`src/hw/rail_fault_supervisor_params.svh`:
```
// constants for the rail fault supervisor: timing, comparator scaling, state codes
// assumes a 25 MHz mclk; times are in ns and the cycle counts derive from them
//
// Summary of operation
// - one shared power-ok output covers core and auxiliary rails together
// - power-ok low while off or soft-starting; released only after good soft-start
// - power-ok low on overvoltage, undervoltage, overcurrent, power-on reset or enable low
// - any protection fault latches the supervisor off with power-ok low
// - non-overvoltage latch clears on enable or supply toggle, then soft-start restarts
// - after overvoltage only a supply drop below power-on reset permits restart
// - core overcurrent when sense times five exceeds threshold input divided by six
// - core overcurrent acted on only after persisting 100us continuously
// - short circuit at 2.25 times overcurrent threshold trips immediately
// - aux overcurrent when low-side drop exceeds threshold resistor drop
// - overcurrent shuts both regulators, tri-states drivers, pulls power-ok low
// - no automatic retry after overcurrent; only enable or supply toggle restarts
// - severe overvoltage latches power-ok low and turns on offending low-side switches
// - low-side clamp held until output below release level, then switches off
// - overvoltage clamp and release repeats without limit
// - overvoltage detection and clamp active whenever enabled, even after other faults
// - undervoltage latches after output low by margin for 205us continuously
// - undervoltage turns off both regulators' drivers and pulls power-ok low
`ifndef RAIL_FAULT_SUPERVISOR_PARAMS_SVH
`define RAIL_FAULT_SUPERVISOR_PARAMS_SVH

`define RFS_CLK_PERIOD_NS   40
`define RFS_OC_QUAL_NS      100000
`define RFS_UV_QUAL_NS      205000
// least times round up to whole cycles
`define RFS_OC_QUAL_CYC     ((`RFS_OC_QUAL_NS + `RFS_CLK_PERIOD_NS - 1) / `RFS_CLK_PERIOD_NS)
`define RFS_UV_QUAL_CYC     ((`RFS_UV_QUAL_NS + `RFS_CLK_PERIOD_NS - 1) / `RFS_CLK_PERIOD_NS)
`define RFS_TIMER_W         13

`define RFS_OC_GAIN         5
`define RFS_OC_DIV          6
// short threshold 2.25 = 9/4
`define RFS_SC_NUM          9
`define RFS_SC_DEN          4

`define RFS_RAILS           2
`define RFS_RAIL_CORE       0
`define RFS_RAIL_AUX        1

`define RFS_ST_OFF          2'b00
`define RFS_ST_SOFT         2'b01
`define RFS_ST_RUN          2'b11
`define RFS_ST_LATCHED      2'b10

`endif

```
`src/hw/rail_fault_pkg.sv`:
```
// types shared by the rail fault supervisor
// assumes rail_fault_supervisor_params.svh is on the include path
`include "rail_fault_supervisor_params.svh"

package rail_fault_pkg;

    typedef enum logic [1:0] {
        ST_OFF     = `RFS_ST_OFF,
        ST_SOFT    = `RFS_ST_SOFT,
        ST_RUN     = `RFS_ST_RUN,
        ST_LATCHED = `RFS_ST_LATCHED
    } sup_state_type;

    // per-rail voltage comparator results
    typedef struct packed {
        logic over_volt;     // above severe overvoltage level
        logic ov_release;    // below clamp release level
        logic under_volt;    // below target by undervoltage margin
    } rail_cmp_type;

    // per-rail gate driver command
    typedef struct packed {
        logic tristate;      // both gates high impedance
        logic lowside_on;    // overvoltage clamp
        logic run;           // regulator may switch
    } rail_drive_type;

    typedef struct packed {
        logic core_oc;
        logic core_short;
        logic aux_oc;
        logic over_volt;
        logic under_volt;
    } fault_flags_type;

endpackage

```
`src/hw/rail_fault_supervisor.sv`:
```
// rail fault supervisor: qualifies rail faults, latches off, drives power-ok and gate commands
// assumes comparator bits and enable/por arrive asynchronously; current codes come from
// converters clocked by mclk
`timescale 1ns/1ps
`default_nettype none
`include "rail_fault_supervisor_params.svh"

module rail_fault_supervisor #(
    parameter int SENSE_W        = 8,
    parameter int THR_W          = 12,
    parameter int OC_QUAL_CYCLES = `RFS_OC_QUAL_CYC,
    parameter int UV_QUAL_CYCLES = `RFS_UV_QUAL_CYC
) (
    input  wire logic                                   mclk,
    input  wire logic                                   sys_rst,
    input  wire logic                                   enable_in,
    input  wire logic                                   supply_por_in,
    input  wire logic                                   soft_start_done_in,
    input  wire logic [SENSE_W-1:0]                     core_sense_code,
    input  wire logic [THR_W-1:0]                       core_overcurrent_threshold_input,
    input  wire logic [SENSE_W-1:0]                     aux_lowside_drop_code,
    input  wire logic [SENSE_W-1:0]                     aux_overcurrent_threshold_input,
    input  wire rail_fault_pkg::rail_cmp_type [`RFS_RAILS-1:0] rail_cmp_in,
    output logic                                        power_ok_flag_out,
    output logic                                        power_ok_flag_oe_n,
    output rail_fault_pkg::rail_drive_type [`RFS_RAILS-1:0] rail_drive,
    output logic                                        soft_start_go,
    output rail_fault_pkg::fault_flags_type             fault_flags,
    output logic                                        ov_latched
);

    localparam int PROD_W = SENSE_W + THR_W + 4;
    localparam logic [`RFS_TIMER_W-1:0] OC_MAX = `RFS_TIMER_W'(OC_QUAL_CYCLES);
    localparam logic [`RFS_TIMER_W-1:0] UV_MAX = `RFS_TIMER_W'(UV_QUAL_CYCLES);
    localparam logic [PROD_W-1:0] OC_SCALE = PROD_W'(`RFS_OC_GAIN * `RFS_OC_DIV);
    localparam logic [PROD_W-1:0] SC_SCALE = PROD_W'(`RFS_OC_GAIN * `RFS_OC_DIV * `RFS_SC_DEN);
    localparam logic [PROD_W-1:0] SC_NUM   = PROD_W'(`RFS_SC_NUM);

    ////////////////////////////////////////////////////////////////////////////
    // input synchronisers

    logic                                      en_meta_q;
    logic                                      en_q;
    logic                                      por_meta_q;
    logic                                      por_q;
    logic                                      ssd_meta_q;
    logic                                      ssd_q;
    rail_fault_pkg::rail_cmp_type [`RFS_RAILS-1:0] cmp_meta_q;
    rail_fault_pkg::rail_cmp_type [`RFS_RAILS-1:0] cmp_q;

    always_ff @(posedge mclk) begin
        if (sys_rst) begin
            en_meta_q  <= 1'b0;
            en_q       <= 1'b0;
            por_meta_q <= 1'b1;
            por_q      <= 1'b1;
            ssd_meta_q <= 1'b0;
            ssd_q      <= 1'b0;
            cmp_meta_q <= '0;
            cmp_q      <= '0;
        end else begin
            en_meta_q  <= enable_in;
            en_q       <= en_meta_q;
            por_meta_q <= supply_por_in;
            por_q      <= por_meta_q;
            ssd_meta_q <= soft_start_done_in;
            ssd_q      <= ssd_meta_q;
            cmp_meta_q <= rail_cmp_in;
            cmp_q      <= cmp_meta_q;
        end
    end

    // disabled by power-on reset or by enable low
    logic off_force;
    assign off_force = por_q | ~en_q;

    ////////////////////////////////////////////////////////////////////////////
    // overcurrent comparators, registered to break the multiply path

    logic core_oc_raw_q;
    logic core_sc_raw_q;
    logic aux_oc_raw_q;

    always_ff @(posedge mclk) begin
        if (sys_rst) begin
            core_oc_raw_q <= 1'b0;
            core_sc_raw_q <= 1'b0;
            aux_oc_raw_q  <= 1'b0;
        end else begin
            // sense*5 > thr/6 rearranged to avoid the division
            core_oc_raw_q <= (PROD_W'(core_sense_code) * OC_SCALE)
                             > PROD_W'(core_overcurrent_threshold_input);
            core_sc_raw_q <= (PROD_W'(core_sense_code) * SC_SCALE)
                             > (PROD_W'(core_overcurrent_threshold_input) * SC_NUM);
            aux_oc_raw_q  <= aux_lowside_drop_code > aux_overcurrent_threshold_input;
        end
    end

    ////////////////////////////////////////////////////////////////////////////
    // persistence timers

    logic [`RFS_TIMER_W-1:0] oc_cnt_q;
    logic                    oc_qual;

    always_ff @(posedge mclk) begin
        if (sys_rst || !core_oc_raw_q) begin
            oc_cnt_q <= '0;
        end else if (oc_cnt_q != OC_MAX) begin
            oc_cnt_q <= oc_cnt_q + `RFS_TIMER_W'(1);
        end
    end
    assign oc_qual = oc_cnt_q == OC_MAX;

    logic [`RFS_RAILS-1:0] uv_qual;
    logic [`RFS_RAILS-1:0] clamp_q;

    genvar gi;
    generate
        for (gi = 0; gi < `RFS_RAILS; gi++) begin : g_rail
            logic [`RFS_TIMER_W-1:0] uv_cnt_q;

            always_ff @(posedge mclk) begin
                if (sys_rst || !cmp_q[gi].under_volt) begin
                    uv_cnt_q <= '0;
                end else if (uv_cnt_q != UV_MAX) begin
                    uv_cnt_q <= uv_cnt_q + `RFS_TIMER_W'(1);
                end
            end
            assign uv_qual[gi] = uv_cnt_q == UV_MAX;

            // clamp re-arms each time the rail climbs back over the limit
            always_ff @(posedge mclk) begin
                if (sys_rst || off_force) begin
                    clamp_q[gi] <= 1'b0;
                end else if (cmp_q[gi].over_volt) begin
                    clamp_q[gi] <= 1'b1;
                end else if (cmp_q[gi].ov_release) begin
                    clamp_q[gi] <= 1'b0;
                end
            end
        end
    endgenerate

    ////////////////////////////////////////////////////////////////////////////
    // fault detection and latching

    rail_fault_pkg::sup_state_type state_q;
    logic                          regulating;
    logic                          ov_now;
    logic                          trip_oc;
    logic                          trip_uv;
    logic                          trip;

    assign regulating = (state_q == rail_fault_pkg::ST_SOFT) || (state_q == rail_fault_pkg::ST_RUN);
    assign ov_now     = cmp_q[`RFS_RAIL_CORE].over_volt | cmp_q[`RFS_RAIL_AUX].over_volt;
    assign trip_oc    = regulating & (oc_qual | core_sc_raw_q | aux_oc_raw_q);
    // soft-start ramps from zero, so undervoltage is judged only once running
    assign trip_uv    = (state_q == rail_fault_pkg::ST_RUN) & (|uv_qual);
    assign trip       = trip_oc | trip_uv | ov_now;

    rail_fault_pkg::fault_flags_type flags_q;
    logic                            ov_latch_q;

    always_ff @(posedge mclk) begin
        if (sys_rst || off_force) begin
            flags_q <= '0;
        end else begin
            // flags only set while enabled, so setting never races the clear
            flags_q.core_oc    <= flags_q.core_oc    | (regulating & oc_qual);
            flags_q.core_short <= flags_q.core_short | (regulating & core_sc_raw_q);
            flags_q.aux_oc     <= flags_q.aux_oc     | (regulating & aux_oc_raw_q);
            flags_q.over_volt  <= flags_q.over_volt  | ov_now;
            flags_q.under_volt <= flags_q.under_volt | trip_uv;
        end
    end

    // only a supply drop clears this; enable toggling leaves it set
    always_ff @(posedge mclk) begin
        if (sys_rst || por_q) begin
            ov_latch_q <= 1'b0;
        end else if (en_q && ov_now) begin
            ov_latch_q <= 1'b1;
        end
    end

    ////////////////////////////////////////////////////////////////////////////
    // sequencing state machine

    always_ff @(posedge mclk) begin
        if (sys_rst || off_force) begin
            state_q <= rail_fault_pkg::ST_OFF;
        end else begin
            case (state_q)
                rail_fault_pkg::ST_OFF: begin
                    if (!ov_latch_q && !ov_now) begin
                        state_q <= rail_fault_pkg::ST_SOFT;
                    end
                end
                rail_fault_pkg::ST_SOFT: begin
                    if (trip) begin
                        state_q <= rail_fault_pkg::ST_LATCHED;
                    end else if (ssd_q) begin
                        state_q <= rail_fault_pkg::ST_RUN;
                    end
                end
                rail_fault_pkg::ST_RUN: begin
                    if (trip) begin
                        state_q <= rail_fault_pkg::ST_LATCHED;
                    end
                end
                rail_fault_pkg::ST_LATCHED: begin
                    state_q <= rail_fault_pkg::ST_LATCHED;
                end
                default: begin
                    state_q <= rail_fault_pkg::ST_OFF;
                end
            endcase
        end
    end

    ////////////////////////////////////////////////////////////////////////////
    // outputs

    logic pg_oe_n_q;
    logic pg_out_q;
    logic ss_go_q;
    rail_fault_pkg::rail_drive_type [`RFS_RAILS-1:0] drive_q;

    // open drain: pin value is always low, enable decides pull-down
    always_ff @(posedge mclk) begin
        if (sys_rst) begin
            pg_out_q  <= 1'b0;
            pg_oe_n_q <= 1'b0;
        end else begin
            pg_out_q  <= 1'b0;
            // single indicator for both rails
            pg_oe_n_q <= (state_q == rail_fault_pkg::ST_RUN) && !trip && !ov_latch_q
                         && !(|clamp_q) && !off_force;
        end
    end

    always_ff @(posedge mclk) begin
        if (sys_rst) begin
            ss_go_q <= 1'b0;
        end else begin
            ss_go_q <= (state_q == rail_fault_pkg::ST_SOFT) && !trip && !off_force;
        end
    end

    // clamp beats everything; drivers switch only while sequencing and fault free
    always_ff @(posedge mclk) begin
        if (sys_rst) begin
            for (int i = 0; i < `RFS_RAILS; i++) begin
                drive_q[i].tristate   <= 1'b1;
                drive_q[i].lowside_on <= 1'b0;
                drive_q[i].run        <= 1'b0;
            end
        end else begin
            for (int i = 0; i < `RFS_RAILS; i++) begin
                drive_q[i].lowside_on <= clamp_q[i];
                drive_q[i].run        <= regulating && !trip && !off_force && !(|clamp_q);
                drive_q[i].tristate   <= !clamp_q[i]
                                         && !(regulating && !trip && !off_force && !(|clamp_q));
            end
        end
    end

    assign power_ok_flag_out  = pg_out_q;
    assign power_ok_flag_oe_n = pg_oe_n_q;
    assign rail_drive         = drive_q;
    assign soft_start_go      = ss_go_q;
    assign fault_flags        = flags_q;
    assign ov_latched         = ov_latch_q;

endmodule // rail_fault_supervisor

`default_nettype wire

```
`config.mk`:
```
export PLATFORM = sky130hd
export DESIGN_NAME = rail_fault_supervisor
export DESIGN_NICKNAME = d
export VERILOG_FILES = /design/src/hw/rail_fault_pkg.sv /design/src/hw/rail_fault_supervisor.sv
export VERILOG_INCLUDE_DIRS = /design/src /design/src/hw
export SDC_FILE = /design/constraint.sdc
export NUM_CORES = 1
export LEC_CHECK = 0
export BUFFER_PORTS_ARGS = -buffer_cell sky130_fd_sc_hd__buf_2
export CORE_MARGIN = 5
export CORE_UTILIZATION = 48
export DETAILED_ROUTE_END_ITERATION = 8
export PLACE_DENSITY = 0.77
export SKIP_LAST_GASP = 1
export SLEW_MARGIN = 25
export SYNTH_ARGS = -nofsm -noshare
export SYNTH_HDL_FRONTEND = slang
export SYNTH_SLANG_ARGS = --single-unit
```
`constraint.sdc`:
```
create_clock -name mclk -period 9.4 [get_ports mclk]
set_input_delay 0.47 -clock mclk [delete_from_list [all_inputs] [get_ports mclk]]
set_output_delay 0.47 -clock mclk [all_outputs]
set_load 0.01 [all_outputs]
```
---- Word level (Yosys, flattened, before mapping) ----
Cells that the tools add are included.
word-level totals
  bits in registers ....................... 77
  bits of input ports ..................... 47
  output and inout bits ................... 15
  word-level logic and storage cells ...... 123
operators by class
  $add $sub $neg .......................... 3
  multipliers ............................. 3
  magnitude comparators ................... 3
  eq/ne operators ......................... 12
  mux-type cells .......................... 9
  bitwise gates (word level) .............. 17
  reductions and logical operators ........ 36
operators with widths
  operator                                               number
  adder 13 x 1 -> 13 bit, second input constant          3
  equality test 13 bit, second input constant            2
  != test 13 bit, second input constant                  2
  multiplier 8 x 4 -> 12 bit, second input constant      2
  greater-than comparator 15 x 16 -> 1 bit               1
  multiplier 12 x 4 -> 16 bit, second input constant     1
  equality test 13 x 12 -> 1 bit, second input constant  1
  greater-than comparator 13 x 12 -> 1 bit               1
  logical AND 1 bit                                      13
  != test 13 x 12 -> 1 bit, second input constant        1
  logical NOT 1 bit                                      11
  bitwise OR 1 bit                                       11
  greater-than comparator 8 bit                          1
  two-way mux 2 bit                                      4
  one-hot mux 2 bit (4 select lines)                     1
  logical OR 1 bit                                       6
  bitwise AND 1 bit                                      5
  equality test 2 bit, second input constant             2
  two-way mux 1 bit                                      4
  != test 2 bit, second input constant                   2
  nonzero test 2 bit                                     2
  OR reduction 2 bit                                     2
  != test 3 bit, second input constant                   1
  AND reduction 3 bit                                    1
  3 further kinds                                        3

---- Depth between registers and ports, before layout ----
  word-level depth ........................ 12
  depth in mapped cells ................... 18
  mapped depth without buffers ............ 18

---- Least setup slack after synthesis ----
Ideal clock, no wire load.
  path type ............................... in2reg
  from .................................... input core_sense_code[3]
  to ...................................... register core_sc_raw_q
  library setup time ...................... 0.078 ns
  arrival time ............................ 3.975 ns
  data required time ...................... 9.322 ns
  path slack .............................. 5.348 ns
  stages on the path ...................... 18
  buffers on the path ..................... 0
  cells stage by stage .................... inv_1 -> fa_1 -> fa_1 -> inv_1 -> ha_1 -> nor2b_1 -> o21ai_0 -> a21oi_1 -> o21ai_0 -> nor2b_1 -> xnor2_1 -> ha_1 -> nand4_1 -> nor2_1 -> a41oi_1 -> o211ai_1 -> maj3_1 -> nor3_1
on the way
  cells in the longest elaborated chain, start to end .. 2
ends and longest elaborated chain
  item                                      RTL line                     source
  from (decl)                               rail_fault_supervisor.sv:19  input wire logic [SENSE_W-1:0] core_sense_code,
  multiplier 8 x 4 -> 12 bit                rail_fault_supervisor.sv:93  core_sc_raw_q <= (PROD_W'(core_sense_code) * SC_SCALE)
  greater-than comparator 15 x 16 -> 1 bit  rail_fault_supervisor.sv:94  > (PROD_W'(core_overcurrent_threshold_input) * SC_NUM);
  to (signal assigned)                      rail_fault_supervisor.sv:93
  to (decl)                                 rail_fault_supervisor.sv:81  logic core_sc_raw_q;
No other way between the ends.
A chain may end at the register's enable or synchronous reset.

---- Worst setup path after layout ----
Ends and elaborated chain as after synthesis.

==> results.toml <==
[die]
fp-row-count = 37
io_pins = 62
die-height_um = 112
die_w_um = 112
start_util_pct = 49.0
die_area_sq_mm = 0.0126
core_area_sq_mm = 0.0103

[global_routing]
grt_pass1_vias = 4270
overflow = 0
track_usage_pct = 16.6
grt_max_degree = 29
grt_antenna_before_repair = 0
grt_pass1_wl_um = 18000

[logic_synthesis]
syn_inst = 564
synth_seq_area_share_pct = 30.6
synthesis.nets = 694
synthMuxAreaShare_pct = 0.199
synth_area_leaders = "dfxtp_1, ha_1, fa_1"
synthDistinctLibCells = 56
async_flop_share_pct = 0
ys.flop_type = "dfxtp_1"
yosysTopAreaCellShare_pct = 30.6
synth_simple_gate_area_share_pct = 22.4
yosysWarnings = 0
synthXorXnorAreaFrac_pct = 7.65
synth_compound_area_share_pct = 10.7
synth_top_family_by_area = "adder cells"
avgSynthCellArea_sq_um = 8.93
ys_seq_elements = 77
yosys.area_share.adder_pct = 22.9
yosysTopAreaCell = "dfxtp_1"
syn_area_sq_mm = 0.00504
synth-edff-count = 0

[cts]
clk_pin_slew_ns = 0.08
cts-root-buf = "clkbuf_8"
cts.path.max_buffers = 2
cts_setup_buffers = 0
cts_sinks = 77
htreeDepth = 3
cts_tree = "done"
clock_latency_ns = 0.34
numCtsBuffers = 9
post_cts_resized = 0
ctsHoldBuffers = 0

[timing]
slew_headroom_pct = 61.0
final_max_slew_viol_count = 0
tns_ns = 0
finalSetupViolCount = 0
fin_worst_skew_ns = 0.00539
rsz0062_at_grt = "false"
period_needed_ns = 4.23
fin_crit_sh_pct = 44.9
final-hold-violation-count = 0
whs_ns = 0.312
worstMarginPinSlew_ns = 0.580
max_freq_mhz = 237

[finish]
nets = 754
design_area_sq_mm = 0.00568
area.growth.synth_to_final_pct = 12.8
antennaDiodeCount = 0
drive_above_1_share_pct = 15.1

[critical_path]
crit_path_start = "core_sense_code[3]"
crit_required_ns = 9.67
r2r_setup_slack_ns = 7.41
critical_path.endpoint = "core_sc_raw_q"
criticalPathCategory = "in -> reg"
cp_max_fo = 4
rr_endpoint = "g_rail[0].uv_cnt_q[11]"
rr_startpoint = "g_rail[0].uv_cnt_q[0]"
worstSetupEndpointType = "flip-flop"
reg2regPathDepth = 7
critical_path_arrival_ns = 4.49
start_kind = "primary input"

[place]
hpwl_um = 8140
portBuffers = 60
dpl_cell_area_sq_mm = 0.00546
place.gp.congestion = 0.814

[drt]
vias = 4008
dr.pass1.iters = 6
drt_iter0_markers = 158
drc = 0
antenna_left = 0
wl_met2_um = 5100
m1WireLength_um = 4340
highest_layer = "met4"
via_per_inst = 5.24
routed-wl-met3_um = 432
drt-wirelength-per-cell_um = 13.1
routed_wl_um = 10000

[worst_hold_path]
hold_start = "supply_por_in"
worstHoldPathType = "in -> reg"

[outcome]
status = "completed"

[power_and_ir_drop]
finalPower_mw = 0.955
powerDensity_mw_per_mm2 = 168
peakVddDrop_mv = 0.102
power.leakage_nw = 2.57

[flow_run]
max_cap_viol_count = 0
-- per-layer routing --
layer  GRT usage [%]  vias to the layer above
met2            30.4                       78
met4            4.33                        0
met1            19.3                     1884
met3            4.04                       13
met5               0                        -
li1                -                     2033
-- state kept, by name, summed over array words and instances (netlist names) --
signal              count
por_meta_q              1
cmp_meta_q              6
state_q                 2
ov_latched              1
core_oc_raw_q           1
power_ok_flag_oe_n      1
aux_oc_raw_q            1
oc_cnt_q               13
core_sc_raw_q           1
por_q                   1
en_q                    1
cmp_q                   6
clamp_q                 2
rail_drive              5
ssd_q                   1
ssd_meta_q              1
fault_flags             5
en_meta_q               1
soft_start_go           1
g_rail.uv_cnt_q        26
-- critical path: stages --
cell      delay (ns)
buf_2           0.11
inv_1           0.15
fa_1            0.47
fa_1            0.52
inv_1           0.04
ha_1            0.34
nor2b_1         0.14
o21ai_0         0.20
a21oi_1         0.12
o21ai_0         0.20
nor2b_1         0.25
xnor2_1         0.10
ha_1            0.35
nand4_1         0.14
nor2_1          0.05
a41oi_1         0.24
o211ai_1        0.13
maj3_1          0.34
nor3_1          0.12
-- per-stage QoR --
stage / setup WS, ns / instances / utilization, %
2_1_floorplan: 5.35 / 564 / -
3_3_place_gp: 5.04 / 749 / 53.1
3_5_place_dp: 4.89 / 749 / 53.1
4_1_cts: 5.24 / 765 / 55.3
5_1_grt: 4.91 / 765 / 55.3
6_report: 5.17 / 765 / 55.3
-- kinds of logic (layout without fill, tap and decap cells) --
kind of cell	after synthesis	after routing
buffers and inverters	71	136
AND/OR/NAND/NOR	201	201
AO/OA/AOI/OAI	85	85
other	1	1
XOR/XNOR	44	44
multiplexers	1	1
adder cells (fa/ha/maj)	84	84
flip-flops	77	77
-- where the power goes --
group          leakage, nW  total (mW)  internal [mW]  switching, mW
registers            0.625       0.340          0.335        0.00463
logic                 1.83       0.342          0.153          0.189
clock network        0.110       0.273          0.151          0.122
total                 2.57       0.955          0.639          0.316
-- cells in the mapped netlist (all sizes together), types with 4 or more instances --
cell type	count
clkbuf	5
nand2	25
nand2b	6
and3	10
ha	69
inv	60
xnor2	16
nand4	17
buf	6
or2	5
o21a	4
a21oi	32
nor2	59
nand3	14
a21o	15
o21ai	17
nor3b	4
a211oi	6
xor2	28
nor3	13
nor2b	28
fa	14
or3	4
dfxtp	77
-- cell usage in the layout, fill, tap and decap left out, types with 10 or more instances in the layout --
| master | count |
|---|---|
| nor3_1 | 12 |
| a21o_1 | 15 |
| nand4_1 | 17 |
| and3_1 | 10 |
| inv_1 | 60 |
| fa_1 | 14 |
| nor2b_1 | 28 |
| dfxtp_1 | 77 |
| nor2_1 | 59 |
| nand2_1 | 25 |
| nand3_1 | 12 |
| xor2_1 | 28 |
| buf_2 | 60 |
| o21ai_0 | 16 |
| xnor2_1 | 16 |
| ha_1 | 69 |
| a21oi_1 | 30 |
-- worst min path at each step --
stage	depth (start not counted)	slack (ns)	end
floorplan	1	0.39	por_q
global placement	1	0.40	por_q
detailed placement	1	0.42	por_q
CTS	2	0.30	por_meta_q
global route	2	0.30	por_meta_q
finish	2	0.31	por_meta_q
-- layout make-up --
type,count,area [sq um]
clock buffer,9,124
clock inverter,7,98.8
timing repair buffer,60,300
sequential,77,1540
tap,136,170
fill,937,4600
inverter,60,225
multi-input combinational,416,3220
(Power assumes the default switching activity.)
